### src/logic/mscp_pkg.sv
// Constants and types for the monitor serial command port
package mscp_pkg;
  // ----------------------------------------
  // Bit timing
  // ----------------------------------------
  localparam int         DIV_W      = 11;
  localparam logic [10:0] DIV_FAST  = 11'h200;
  localparam logic [10:0] DIV_SLOW  = 11'h400;
  localparam logic [3:0] TX_BITS    = 4'hC;
  localparam logic [1:0] TX_GAP     = 2'h3;
  localparam logic [9:0] TX_BRK     = 10'h000;
  localparam logic [3:0] HOLD_BITS  = 4'hB;
  localparam logic [3:0] RX_STOP    = 4'h9;
  // ----------------------------------------
  // Opcodes
  // ----------------------------------------
  localparam logic [7:0] OP_READ    = 8'h4A;
  localparam logic [7:0] OP_INDEXED_WRITE_CMD  = 8'h19;
  localparam logic [7:0] OP_STACK_POINTER_READ_CMD  = 8'h0C;
  localparam logic [7:0] OP_RUN     = 8'h28;
  // ----------------------------------------
  // Memory map
  // ----------------------------------------
  localparam logic [15:0] SEC_BASE    = 16'hFFF6;
  localparam logic [2:0]  SEC_LAST    = 3'h7;
  localparam logic [15:0] STATUS_ADDR = 16'h0060;
  localparam logic [7:0]  STATUS_OK   = 8'h40;
  localparam logic [15:0] ADDR_STEP   = 16'h0001;
  localparam logic [15:0] PC_HI_OFS   = 16'h0005;
  localparam logic [15:0] PC_LO_OFS   = 16'h0006;
  localparam logic [7:0]  BLANK       = 8'hFF;
  // ----------------------------------------
  // States
  // ----------------------------------------
  typedef enum logic [1:0] {
    RX_IDLE = 2'h0,
    RX_DATA = 2'h1,
    RX_REL  = 2'h3
  } mscp_rx_t;
  typedef enum logic [3:0] {
    S_SEC_WAIT = 4'h0,
    S_ECHO     = 4'h1,
    S_SEC_CMP  = 4'h3,
    S_IDLE     = 4'h2,
    S_HOLD     = 4'h6,
    S_EXEC     = 4'h7,
    S_MEMRD    = 4'h5,
    S_RESP     = 4'h4,
    S_STATUS   = 4'hC,
    S_READY    = 4'hD
  } mscp_state_t;
endpackage

### src/logic/mscp_rx.sv
// Serial receiver with break detection
`timescale 1ns/1ps
module mscp_rx #(
  parameter int DIV_W = mscp_pkg::DIV_W
) (
  input  wire logic             clk,
  input  wire logic             nrst,
  input  wire logic             ce,
  input  wire logic             en,
  input  wire logic [DIV_W-1:0] bit_div,
  input  wire logic             line,
  output logic                  byte_valid,
  output logic [7:0]            rx_byte,
  output logic                  rx_break
);
  mscp_pkg::mscp_rx_t st;
  logic [DIV_W-1:0]   tmr;
  logic [3:0]         cnt;
  logic [8:0]         sh;

  // ----------------------------------------
  // Frame sampling at mid bit
  // ----------------------------------------
  always_ff @(posedge clk) begin
    if (!nrst) begin
      st         <= mscp_pkg::RX_IDLE;
      tmr        <= '0;
      cnt        <= '0;
      sh         <= '0;
      byte_valid <= 1'b0;
      rx_break   <= 1'b0;
      rx_byte    <= '0;
    end else if (ce) begin
      byte_valid <= 1'b0;
      rx_break   <= 1'b0;
      unique case (st)
        mscp_pkg::RX_IDLE: begin
          if (en && !line) begin
            tmr <= bit_div >> 1;
            cnt <= '0;
            st  <= mscp_pkg::RX_DATA;
          end
        end
        mscp_pkg::RX_DATA: begin
          if (tmr != '0) begin
            tmr <= tmr - 1'b1;
          end else begin
            tmr <= bit_div - 1'b1;
            cnt <= cnt + 1'b1;
            sh  <= {line, sh[8:1]};
            if (cnt == '0 && line) begin
              st <= mscp_pkg::RX_IDLE;
            end else if (cnt == mscp_pkg::RX_STOP) begin
              if (line) begin
                byte_valid <= 1'b1;
                rx_byte    <= sh[8:1];
                st         <= mscp_pkg::RX_IDLE;
              end else begin
                rx_break <= (sh[8:1] == 8'h00);
                st       <= mscp_pkg::RX_REL;
              end
            end
          end
        end
        mscp_pkg::RX_REL: begin
          // Rearm only on a high line, else a long break retriggers
          if (line) begin
            st <= mscp_pkg::RX_IDLE;
          end
        end
      endcase
    end
  end
endmodule

### src/logic/mscp_tx.sv
// Serial transmitter, two idle bits ahead of every frame
`timescale 1ns/1ps
module mscp_tx #(
  parameter int DIV_W = mscp_pkg::DIV_W
) (
  input  wire logic             clk,
  input  wire logic             nrst,
  input  wire logic             ce,
  input  wire logic [DIV_W-1:0] bit_div,
  input  wire logic             go,
  input  wire logic             brk,
  input  wire logic [7:0]       data,
  output logic                  busy,
  output logic                  done,
  output logic                  line_out,
  output logic                  line_oe
);
  logic [11:0]      sh;
  logic [3:0]       left;
  logic [DIV_W-1:0] tmr;

  assign busy     = line_oe;
  assign line_out = sh[0];

  // ----------------------------------------
  // Shifter
  // ----------------------------------------
  always_ff @(posedge clk) begin
    if (!nrst) begin
      sh      <= '1;
      left    <= '0;
      tmr     <= '0;
      line_oe <= 1'b0;
      done    <= 1'b0;
    end else if (ce) begin
      done <= 1'b0;
      if (!line_oe) begin
        if (go) begin
          sh      <= brk ? {mscp_pkg::TX_BRK, mscp_pkg::TX_GAP}
                         : {1'b1, data, 1'b0, mscp_pkg::TX_GAP};
          left    <= mscp_pkg::TX_BITS;
          tmr     <= bit_div - 1'b1;
          line_oe <= 1'b1;
        end
      end else if (tmr != '0) begin
        tmr <= tmr - 1'b1;
      end else if (left == 4'h1) begin
        line_oe <= 1'b0;
        done    <= 1'b1;
        sh      <= '1;
      end else begin
        sh   <= {1'b1, sh[11:1]};
        left <= left - 1'b1;
        tmr  <= bit_div - 1'b1;
      end
    end
  end
endmodule

### src/logic/mscp_core.sv
// Monitor command engine on a single-wire serial pin
// Contract
// - Break is start plus nine low bits
// - Break answered by two high bits, then break
// - Test-voltage entry: divider 1024 if select high, else 512
// - Supply-voltage entry: divider fixed at 1024
// - Every received byte is echoed; bytes received during the post-command wait are dropped
// - Eleven bit wait after command; break aborts
// - Two bit gap before echo and data
// - Read data follows the last echo
// - Read 0x4A, address high first, returns byte
// - Indexed write 0x19 stores at last address plus one
// - Indexed access steps over all 64K
// - Stack read 0x0C returns SP plus one, high first
// - Run 0x28 pops index high and returns
// - Entry takes software interrupt, pushes index high
// - Stacked PC at SP plus five and six
// - After power-on, compare eight bytes from 0xFFF6
// - Security pass survives non power-on resets
// - Failed check: invalid flash reads, fetch blocked
// - Ready break only after all eight bytes; a non power-on reset sends it at once
// - Pass sets bit 6 of RAM 0x60
// - Erased security bytes read 0xFF
// - NRZ, same rate both directions
`timescale 1ns/1ps
module mscp_core #(
  parameter logic [7:0]  OP_WRITE   = 8'h49,
  parameter logic [7:0]  OP_INDEXED_READ_CMD   = 8'h1A,
  parameter logic [15:0] FLASH_BASE = 16'h0800,
  parameter logic [7:0]  INVALID    = 8'hAD
) (
  input  wire logic        clk,
  input  wire logic        nrst,
  input  wire logic        ce,
  input  wire logic        por_reset,
  input  wire logic        entry_voltage_pin,
  input  wire logic        divider_select_pin,
  input  wire logic        serial_in,
  output logic             serial_out,
  output logic             serial_oe,
  output logic [15:0]      mem_addr,
  output logic [7:0]       mem_wdata,
  output logic             mem_we,
  output logic             mem_re,
  input  wire logic [7:0]  mem_rdata,
  input  wire logic [15:0] stack_pointer,
  output logic             swi_entry,
  output logic             run_pulse,
  output logic [15:0]      pc_hi_addr,
  output logic [15:0]      pc_lo_addr,
  output logic             security_ok,
  output logic             security_blank,
  output logic             flash_fetch_block,
  output logic             cmd_ready
);
  // ----------------------------------------
  // Declarations
  // ----------------------------------------
  mscp_pkg::mscp_state_t  state;
  logic [mscp_pkg::DIV_W-1:0] bit_div;
  logic                   rx_valid;
  logic                   rx_break;
  logic [7:0]             rx_byte;
  logic                   rx_en;
  logic                   tx_go;
  logic                   tx_brk;
  logic [7:0]             tx_byte;
  logic                   tx_busy;
  logic                   tx_done;
  logic                   tx_idle;
  logic                   echo_brk;
  logic                   sec_active;
  logic [2:0]             sec_idx;
  logic                   sec_match;
  logic                   cmp_issued;
  logic                   mem_re_d;
  logic                   entry_done;
  logic [7:0]             cur_byte;
  logic [7:0]             opcode;
  logic [23:0]            args;
  logic [1:0]             arg_cnt;
  logic [1:0]             arg_need;
  logic [2:0]             cur_ops;
  logic [15:0]            last_addr;
  logic [15:0]            resp;
  logic [1:0]             resp_n;
  logic [mscp_pkg::DIV_W-1:0] tmr;
  logic [3:0]             hold_cnt;

  // Operand count; bit 2 flags a known opcode
  function automatic logic [2:0] cmd_operands(input logic [7:0] op);
    if (op == mscp_pkg::OP_READ) begin
      cmd_operands = 3'h6;
    end else if (op == OP_WRITE) begin
      cmd_operands = 3'h7;
    end else if (op == mscp_pkg::OP_INDEXED_WRITE_CMD) begin
      cmd_operands = 3'h5;
    end else if (op == OP_INDEXED_READ_CMD || op == mscp_pkg::OP_STACK_POINTER_READ_CMD || op == mscp_pkg::OP_RUN) begin
      cmd_operands = 3'h4;
    end else begin
      cmd_operands = 3'h0;
    end
  endfunction

  // ----------------------------------------
  // Serial ends
  // ----------------------------------------
  assign tx_idle = !tx_busy && !tx_go;
  assign cur_ops = cmd_operands(cur_byte);
  // Own echo must not be heard back on the shared pin
  assign rx_en = tx_idle && (state == mscp_pkg::S_SEC_WAIT || state == mscp_pkg::S_IDLE ||
                             state == mscp_pkg::S_HOLD);
  assign cmd_ready         = !sec_active;
  assign flash_fetch_block = !security_ok;

  mscp_rx u_rx (
    .clk        (clk),
    .nrst       (nrst),
    .ce         (ce),
    .en         (rx_en),
    .bit_div    (bit_div),
    .line       (serial_in),
    .byte_valid (rx_valid),
    .rx_byte    (rx_byte),
    .rx_break   (rx_break)
  );

  // Same divider both ways keeps the rates equal
  mscp_tx u_tx (
    .clk      (clk),
    .nrst     (nrst),
    .ce       (ce),
    .bit_div  (bit_div),
    .go       (tx_go),
    .brk      (tx_brk),
    .data     (tx_byte),
    .busy     (tx_busy),
    .done     (tx_done),
    .line_out (serial_out),
    .line_oe  (serial_oe)
  );

  // ----------------------------------------
  // Divider strap, caught while in reset
  // ----------------------------------------
  always_ff @(posedge clk) begin
    if (!nrst) begin
      bit_div <= (entry_voltage_pin && !divider_select_pin) ? mscp_pkg::DIV_FAST
                                                            : mscp_pkg::DIV_SLOW;
    end
  end

  // ----------------------------------------
  // Security flag, cleared by power-on only
  // ----------------------------------------
  always_ff @(posedge clk) begin
    if (!nrst) begin
      if (por_reset) begin
        security_ok <= 1'b0;
      end
    end else if (ce && state == mscp_pkg::S_STATUS && sec_match) begin
      security_ok <= 1'b1;
    end
  end

  // ----------------------------------------
  // Entry and stack frame
  // ----------------------------------------
  always_ff @(posedge clk) begin
    if (!nrst) begin
      entry_done <= 1'b0;
      swi_entry  <= 1'b0;
      pc_hi_addr <= '0;
      pc_lo_addr <= '0;
    end else if (ce) begin
      entry_done <= 1'b1;
      swi_entry  <= !entry_done;
      pc_hi_addr <= stack_pointer + mscp_pkg::PC_HI_OFS;
      pc_lo_addr <= stack_pointer + mscp_pkg::PC_LO_OFS;
    end
  end

  // ----------------------------------------
  // Read strobe delay marks valid read data
  // ----------------------------------------
  always_ff @(posedge clk) begin
    if (!nrst) begin
      mem_re_d <= 1'b0;
    end else if (ce) begin
      mem_re_d <= mem_re;
    end
  end

  // ----------------------------------------
  // Command sequencer
  // ----------------------------------------
  always_ff @(posedge clk) begin
    if (!nrst) begin
      state          <= por_reset ? mscp_pkg::S_SEC_WAIT : mscp_pkg::S_READY;
      sec_active     <= por_reset;
      sec_idx        <= '0;
      sec_match      <= 1'b1;
      security_blank <= 1'b1;
      cmp_issued     <= 1'b0;
      echo_brk       <= 1'b0;
      tx_go          <= 1'b0;
      tx_brk         <= 1'b0;
      tx_byte        <= '0;
      cur_byte       <= '0;
      opcode         <= '0;
      args           <= '0;
      arg_cnt        <= '0;
      arg_need       <= '0;
      last_addr      <= '0;
      resp           <= '0;
      resp_n         <= '0;
      tmr            <= '0;
      hold_cnt       <= '0;
      mem_addr       <= '0;
      mem_wdata      <= '0;
      mem_we         <= 1'b0;
      mem_re         <= 1'b0;
      run_pulse      <= 1'b0;
    end else if (ce) begin
      tx_go     <= 1'b0;
      mem_we    <= 1'b0;
      mem_re    <= 1'b0;
      run_pulse <= 1'b0;
      unique case (state)
        mscp_pkg::S_SEC_WAIT, mscp_pkg::S_IDLE, mscp_pkg::S_HOLD: begin
          if (rx_break) begin
            tx_go    <= 1'b1;
            tx_brk   <= 1'b1;
            echo_brk <= 1'b1;
            state    <= mscp_pkg::S_ECHO;
          end else if (rx_valid && state != mscp_pkg::S_HOLD) begin
            cur_byte <= rx_byte;
            tx_byte  <= rx_byte;
            tx_brk   <= 1'b0;
            tx_go    <= 1'b1;
            echo_brk <= 1'b0;
            state    <= mscp_pkg::S_ECHO;
          end else if (state == mscp_pkg::S_HOLD) begin
            if (tmr != '0) begin
              tmr <= tmr - 1'b1;
            end else if (hold_cnt == 4'h1) begin
              state <= mscp_pkg::S_EXEC;
            end else begin
              hold_cnt <= hold_cnt - 1'b1;
              tmr      <= bit_div - 1'b1;
            end
          end
        end
        mscp_pkg::S_ECHO: begin
          if (tx_done) begin
            if (echo_brk) begin
              arg_cnt <= '0;
              state   <= sec_active ? mscp_pkg::S_SEC_WAIT : mscp_pkg::S_IDLE;
            end else if (sec_active) begin
              state <= mscp_pkg::S_SEC_CMP;
            end else if (arg_cnt == '0) begin
              opcode   <= cur_byte;
              arg_need <= cur_ops[1:0];
              if (!cur_ops[2]) begin
                state <= mscp_pkg::S_IDLE;
              end else if (cur_ops[1:0] == '0) begin
                tmr      <= bit_div - 1'b1;
                hold_cnt <= mscp_pkg::HOLD_BITS;
                state    <= mscp_pkg::S_HOLD;
              end else begin
                arg_cnt <= 2'h1;
                state   <= mscp_pkg::S_IDLE;
              end
            end else begin
              args <= {args[15:0], cur_byte};
              if (arg_cnt == arg_need) begin
                arg_cnt  <= '0;
                tmr      <= bit_div - 1'b1;
                hold_cnt <= mscp_pkg::HOLD_BITS;
                state    <= mscp_pkg::S_HOLD;
              end else begin
                arg_cnt <= arg_cnt + 1'b1;
                state   <= mscp_pkg::S_IDLE;
              end
            end
          end
        end
        mscp_pkg::S_SEC_CMP: begin
          if (!cmp_issued) begin
            mem_addr   <= mscp_pkg::SEC_BASE + {13'h0000, sec_idx};
            mem_re     <= 1'b1;
            cmp_issued <= 1'b1;
          end else if (mem_re_d) begin
            cmp_issued     <= 1'b0;
            sec_match      <= sec_match && (mem_rdata == cur_byte);
            security_blank <= security_blank && (mem_rdata == mscp_pkg::BLANK);
            sec_idx        <= sec_idx + 1'b1;
            state          <= (sec_idx == mscp_pkg::SEC_LAST) ? mscp_pkg::S_STATUS
                                                              : mscp_pkg::S_SEC_WAIT;
          end
        end
        mscp_pkg::S_STATUS: begin
          if (sec_match) begin
            mem_addr  <= mscp_pkg::STATUS_ADDR;
            mem_wdata <= mscp_pkg::STATUS_OK;
            mem_we    <= 1'b1;
          end
          state <= mscp_pkg::S_READY;
        end
        mscp_pkg::S_READY: begin
          if (tx_idle) begin
            tx_go      <= 1'b1;
            tx_brk     <= 1'b1;
            echo_brk   <= 1'b1;
            sec_active <= 1'b0;
            state      <= mscp_pkg::S_ECHO;
          end
        end
        mscp_pkg::S_EXEC: begin
          state <= mscp_pkg::S_IDLE;
          if (opcode == mscp_pkg::OP_READ) begin
            mem_addr  <= args[15:0];
            last_addr <= args[15:0];
            mem_re    <= 1'b1;
            state     <= mscp_pkg::S_MEMRD;
          end else if (opcode == OP_WRITE) begin
            mem_addr  <= args[23:8];
            last_addr <= args[23:8];
            mem_wdata <= args[7:0];
            mem_we    <= 1'b1;
          end else if (opcode == mscp_pkg::OP_INDEXED_WRITE_CMD) begin
            mem_addr  <= last_addr + mscp_pkg::ADDR_STEP;
            last_addr <= last_addr + mscp_pkg::ADDR_STEP;
            mem_wdata <= args[7:0];
            mem_we    <= 1'b1;
          end else if (opcode == OP_INDEXED_READ_CMD) begin
            mem_addr  <= last_addr + mscp_pkg::ADDR_STEP;
            last_addr <= last_addr + mscp_pkg::ADDR_STEP;
            mem_re    <= 1'b1;
            state     <= mscp_pkg::S_MEMRD;
          end else if (opcode == mscp_pkg::OP_STACK_POINTER_READ_CMD) begin
            resp   <= stack_pointer + mscp_pkg::ADDR_STEP;
            resp_n <= 2'h2;
            state  <= mscp_pkg::S_RESP;
          end else begin
            run_pulse <= 1'b1;
          end
        end
        mscp_pkg::S_MEMRD: begin
          if (mem_re_d) begin
            // Locked flash hides its contents behind a fixed byte
            resp[15:8] <= (!security_ok && mem_addr >= FLASH_BASE) ? INVALID : mem_rdata;
            resp_n     <= 2'h1;
            state      <= mscp_pkg::S_RESP;
          end
        end
        mscp_pkg::S_RESP: begin
          if (resp_n == '0) begin
            if (tx_idle) begin
              state <= mscp_pkg::S_IDLE;
            end
          end else if (tx_idle) begin
            tx_byte <= resp[15:8];
            tx_brk  <= 1'b0;
            tx_go   <= 1'b1;
            resp    <= {resp[7:0], 8'h00};
            resp_n  <= resp_n - 1'b1;
          end
        end
        default: begin
          state <= mscp_pkg::S_IDLE;
        end
      endcase
    end
  end
endmodule

### config.mk
export PLATFORM = sky130hd
export DESIGN_NAME = mscp_core
export DESIGN_NICKNAME = d
export VERILOG_FILES = /design/src/logic/mscp_pkg.sv /design/src/logic/mscp_rx.sv /design/src/logic/mscp_tx.sv /design/src/logic/mscp_core.sv
export SDC_FILE = /design/constraint.sdc
export NUM_CORES = 1
export LEC_CHECK = 0
export BUFFER_PORTS_ARGS = -buffer_cell sky130_fd_sc_hd__buf_2
export CORE_MARGIN = 10
export CORE_UTILIZATION = 47
export DETAILED_ROUTE_END_ITERATION = 7
export GPL_ROUTABILITY_DRIVEN = 0
export GPL_TIMING_DRIVEN = 0
export PLACE_DENSITY = 0.62
export SYNTH_ARGS = -nofsm -noshare
export SYNTH_HDL_FRONTEND = slang
export SYNTH_SLANG_ARGS = --single-unit
### constraint.sdc
create_clock -name clk -period 3.4 [get_ports clk]
set_clock_uncertainty 0.15 [all_clocks]
set_input_delay 0.68 -clock clk [delete_from_list [all_inputs] [get_ports clk]]
set_output_delay 0.68 -clock clk [all_outputs]
set_load 0.02 [all_outputs]
-- Word level (Yosys, flattened, before mapping)
Index checks and enable logic that the tools add are counted.
- reductions and logical operators: 72
- mux-type cells: 183
- bitwise operators: 6
- $add $sub $neg: 15
- magnitude comparators: 1
- equal/unequal tests: 81
- operator list (kind ; number):
    $mux 11 ; 20
    $mux 16 ; 13
    $mux 4 ; 37
    $mux 8 ; 10
    $mux 1 ; 49
    $mux 12 ; 4
    $ne 2x2->1 const B ; 24
    $pmux 16 s3 ; 1
    $pmux 8 s2 ; 3
    $pmux 11 s2 ; 2
    $sub 11x1->11 const B ; 4
    $mux 2 ; 21
    $ne 3x3->1 const B ; 14
    $mux 3 ; 12
    $reduce_and 6->1 ; 6
    $reduce_bool 11->1 ; 3
    $add 16x1->16 const B ; 2
    $add 16x3->16 const B ; 2
    $eq 8x5->1 const B ; 4
    $eq 8x7->1 const B ; 4
    $pmux 4 s8 ; 1
    $pmux 8 s3 ; 1
    $reduce_and 4->1 ; 5
    $reduce_and 3->1 ; 6
    47 further kinds ; 110
- output and inout bits: 66
- bits in registers: 254
- logic and storage cells: 403

-- Logic depth before layout (Yosys ltp)
- word-level depth: 17
- depth in mapped cells: 11

-- By module
From an unflattened synthesis, not the netlist that was laid out.
- cells, all modules: 1602
- area, all modules: 12934.9 um^2
- by module, submodules not included (module ; instances ; seq. area each (um^2) ; area each (um^2) ; cells each):
    mscp_core ; 1 ; 3683.5 ; 9258.9 ; 1138
    mscp_rx ; 1 ; 700.7 ; 1951.9 ; 236
    mscp_tx ; 1 ; 580.6 ; 1724.2 ; 228

-- Least setup slack after synthesis
Ideal clock, no wire load.
- path kind: input to register
- from: input stack_pointer[2]
- to: register pc_hi_addr[15]
- setup time: 91 ps
- setup slack: 986 ps
- buffers on the path: 1
- stages on the path: 7
- data arrival time: 2173 ps
- data required time: 3159 ps
- path through: clkbuf_1 inv_1 ha_1 a21oi_1 or3_1 or3_1 a311oi_1
- word-level cells in the longest chain between the ends: 1
- RTL lines (element ; RTL line ; RTL):
    start, declared ; mscp_core.sv:46 ; input wire logic [15:0] stack_pointer,
    $add 16x3->16 ; mscp_core.sv:178 ; pc_hi_addr <= stack_pointer + mscp_pkg::PC_HI_OFS;
    end signal, assigned ; mscp_core.sv:178 ;
    end, declared ; mscp_core.sv:49 ; output logic [15:0] pc_hi_addr,
Every way passes these cells.
A chain may end at the register's enable or synchronous reset.

-- Worst setup path after layout
- from: register tmr[6] (netlist bit)
- to: register state[1] (enable)
- word-level cells in the longest chain between the ends: 3
- RTL lines (element ; RTL line ; RTL):
    start, declared ; mscp_core.sv:87 ; logic [mscp_pkg::DIV_W-1:0] tmr;
    start signal, assigned ; mscp_core.sv:245 ; tmr <= tmr - 1'b1;
    start signal, assigned ; mscp_core.sv:250 ; tmr <= bit_div - 1'b1;
    start signal, assigned ; mscp_core.sv:267 ; tmr <= bit_div - 1'b1;
    $reduce_bool 11->1 ; mscp_core.sv:244 ; if (tmr != '0) begin
    $ne 5x4->1 (no line) ; -- ;
    $reduce_and 11->1 (no line) ; -- ;
    end signal, assigned ; mscp_core.sv:242 ; state <= mscp_pkg::S_ECHO;
    end signal, assigned ; mscp_core.sv:247 ; state <= mscp_pkg::S_EXEC;
    end signal, assigned ; mscp_core.sv:258 ; state <= sec_active ? mscp_pkg::S_SEC_WAIT : mscp_pkg::S_IDLE;
    end, declared ; mscp_core.sv:59 ; mscp_pkg::mscp_state_t state;
Every way passes these cells.

==> flow_summary.yaml <==
critical_path:
  timing.reg2reg.setup_slack_ns: 0.43
  cp-start-kind: "flop"
  critPathKind: "reg2reg"
  worstPathArrival_ns: 2.97
  crit_start: "tmr[6]$_SDFFE_PN0P_"
  crit_slowest_cell: "o41ai_1"
  worstPathMaxFanout: 7
  crit_path_max_incr_delay_ns: 0.96
  reg2reg_depth: 5
  r2r-start: "tmr[6]$_SDFFE_PN0P_"
  worstPathCellList: "nor4_1 > nand3_1 > nor3_1 > nor2_1 > o41ai_1"
  crit_required_ns: 3.40
  critPathCaptureType: "flop"
  worst_r2r_endpoint: "state[1]$_SDFFCE_PN0P_"
global_routing:
  grt_pass1_vias: 11036
  grt_overflow: 0
  grt_max_degree: 13
  top_usage_layer: "met2"
  globalRouteMet3Util_pct: 3.499
  met2_usage_pct: 35.76
  grt_pass1_wl_um: 62130
  grtUsageTotal_pct: 22.92
  antenna_found_initial: 0
  grtUsageMet1_pct: 31.82
floorplanning:
  die_h_um: 181.4
  fp.dieW_um: 181.4
  boundaryPins: 97
  die_area_um2: 32910
  row_count: 59
  core_um2: 25840
  start_util_pct: 47.39
clock_tree:
  cts_hold_buf: 0
  numCtsBuffers: 27
  cts-root-buf: "clkbuf_16"
  htree_levels: 1
  post_cts_resized: 0
  clock_path_buffers: 3
  clock_latency_ns: 0.54
  cts.sinks: 244
  cts_tree: "yes"
  path_clk_slew_ns: 0.06
  postCtsSetupBuffers: 0
route:
  dr.pass1.iters: 6
  drt.antenna.violating_nets: 0
  wl_per_cell_um: 19.85
  drt_iter0_drc: 1351
  viasPerCell: 5.888
  drc: 0
  vias: 11740
  drt_wl_total_um: 39570
placement:
  port_buffers: 85
  dpl.hpwl_um: 29270
final_layout:
  n_antenna_cell: 0
  drive_gt1_share_pct: 11.57
  synthToLayoutAreaGrowth_pct: 14.14
  nNetsFinal: 1691
hold_path:
  hold_path_class: "in2reg"
  worstHoldStart: "nrst"
  holdPathStages: 1
  whs_endpoint: "security_ok$_DFFE_PP_"
logic_synthesis:
  async_reset_ff_share_pct: 0
  avgSynthCellArea_um2: 8.024
  yosysMostFrequentCell: "dfxtp_1"
  synth_area_leaders: "dfxtp_1, a21oi_1, nand2_1"
  synthTopCellsByCount: "dfxtp_1, nand2_1, a21oi_1, nor2_1, o21ai_0"
  synthCells: 1526
  synth_edf_count: 8
  ys_seq_area_share_pct: 40.55
  syn_area_um2: 12240
  synth_nets: 1577
  synthFlopType: "dfxtp_1"
  yosysWarnings: 0
  ys_ff_latch: 244
  yosys.area.top_type_share_pct: 38.59
  synth_cell_types: 84
  yosys.area.top_type: "dfxtp_1"
sta:
  fmax_mhz: 336.5
  fin_crit_sh_pct: 87.39
  holdWs_ns: 0.2588
  worst_pin_slew_ns: 1.084
  finalSetupViolCount: 0
  slew_viol_final: 0
  tns_ns: 0
  rsz0062_at_grt: "no"
  hold_viol_final: 0
  max_slew_margin_pct: 26.76
  finalCriticalPeriod_ns: 2.971
pwr:
  p_leak_nw: 5.127
  p_per_area_nw_per_um2: 530.3
  vdd_drop_max_v: 0.0003002
  total_power_mw: 7.412
status:
  status: "complete, no violations"
run:
  cap_violations: 0
[worst max path at each step]
stage                                       end  cells after the start
CTS                    u_rx.tmr[8]$_SDFFE_PN0P_                      8
global route           u_rx.cnt[0]$_SDFFE_PN0P_                      9
finish                   state[1]$_SDFFCE_PN0P_                      5
detailed placement   pc_lo_addr[0]$_SDFFE_PN0P_                      6
floorplan           pc_hi_addr[15]$_SDFFE_PN0P_                      7
global placement     pc_lo_addr[0]$_SDFFE_PN0P_                      6
[area by class of cell]
class	count	area [um^2]
multi-input cells	1129	6645
plain buffers	106	457.9
inverters	47	176.4
repair buffers	85	425.4
fillers	2551	11860
flip-flops and latches	244	4965
clock buffers	43	835.8
well taps	335	419.2
clock inverters	5	51.30
[critical path: cells and delay by family, from the launching register on]
family | cells | cell delay [ns]
compound gates | 1 | 0.96
flops | 1 | 0.36
simple gates | 4 | 1.10
[power breakdown]
part / switching, mW / internal, mW / leakage [nW]
clock network: 1.18 / 1.75 / 0.442
logic: 0.881 / 0.453 / 2.69
registers: 0.124 / 3.03 / 2.00
[registers in the layout, summed over array words and instances, names as in the netlist, 8 cells and up]
name	flops
u_rx.tmr	11
resp	16
u_tx.tmr	11
u_rx.rx_byte	8
u_tx.sh	12
pc_hi_addr	16
u_rx.sh	8
mem_wdata	8
tx_byte	8
mem_addr	16
opcode	8
tmr	11
args	24
cur_byte	8
pc_lo_addr	16
last_addr	16
[layer usage]
metal / routed length (um) / part of all wire [%]
met5: 0 / 0
met4: 1089 / 2.8
met3: 2679 / 6.8
met2: 17400 / 44
met1: 18400 / 47
[cell usage in the layout (no fill, tap or decap), types with 25 or more instances in the layout]
cell type and n:
dfxtp_1 236, nand2_1 175, nor2_1 162, a21oi_1 162, buf_2 114, o21ai_0 100, clkbuf_1 70, nor3_1 50
inv_1 45, xnor2_1 42, nand3_1 36, mux2i_1 32, clkbuf_16 27, a211oi_1 25
[stage by stage]
stage	area, um^2	cells	util [%]	setup slack, ns
after floorplan	12240	1526	-	0.9859
after global placement	13090	1946	50.66	0.03421
after detailed placement	13090	1946	50.66	0.02885
after CTS	13980	1994	54.09	0.4665
after global routing	13980	1994	54.09	0.09881
final	13980	1994	54.09	0.4286
[cell families (layout without fill, tap and decap cells)]
kind of cell	Yosys count	in the layout	synth area share, %
buf+inv	153	286	5.181
simple gates	582	582	23.31
compound gates	429	429	21.56
xor+xnor	65	65	4.649
fa+ha+maj	20	20	2.044
mux	33	33	2.708
flops	244	244	40.55
No activity file was read; power rests on OpenSTA's default activity.
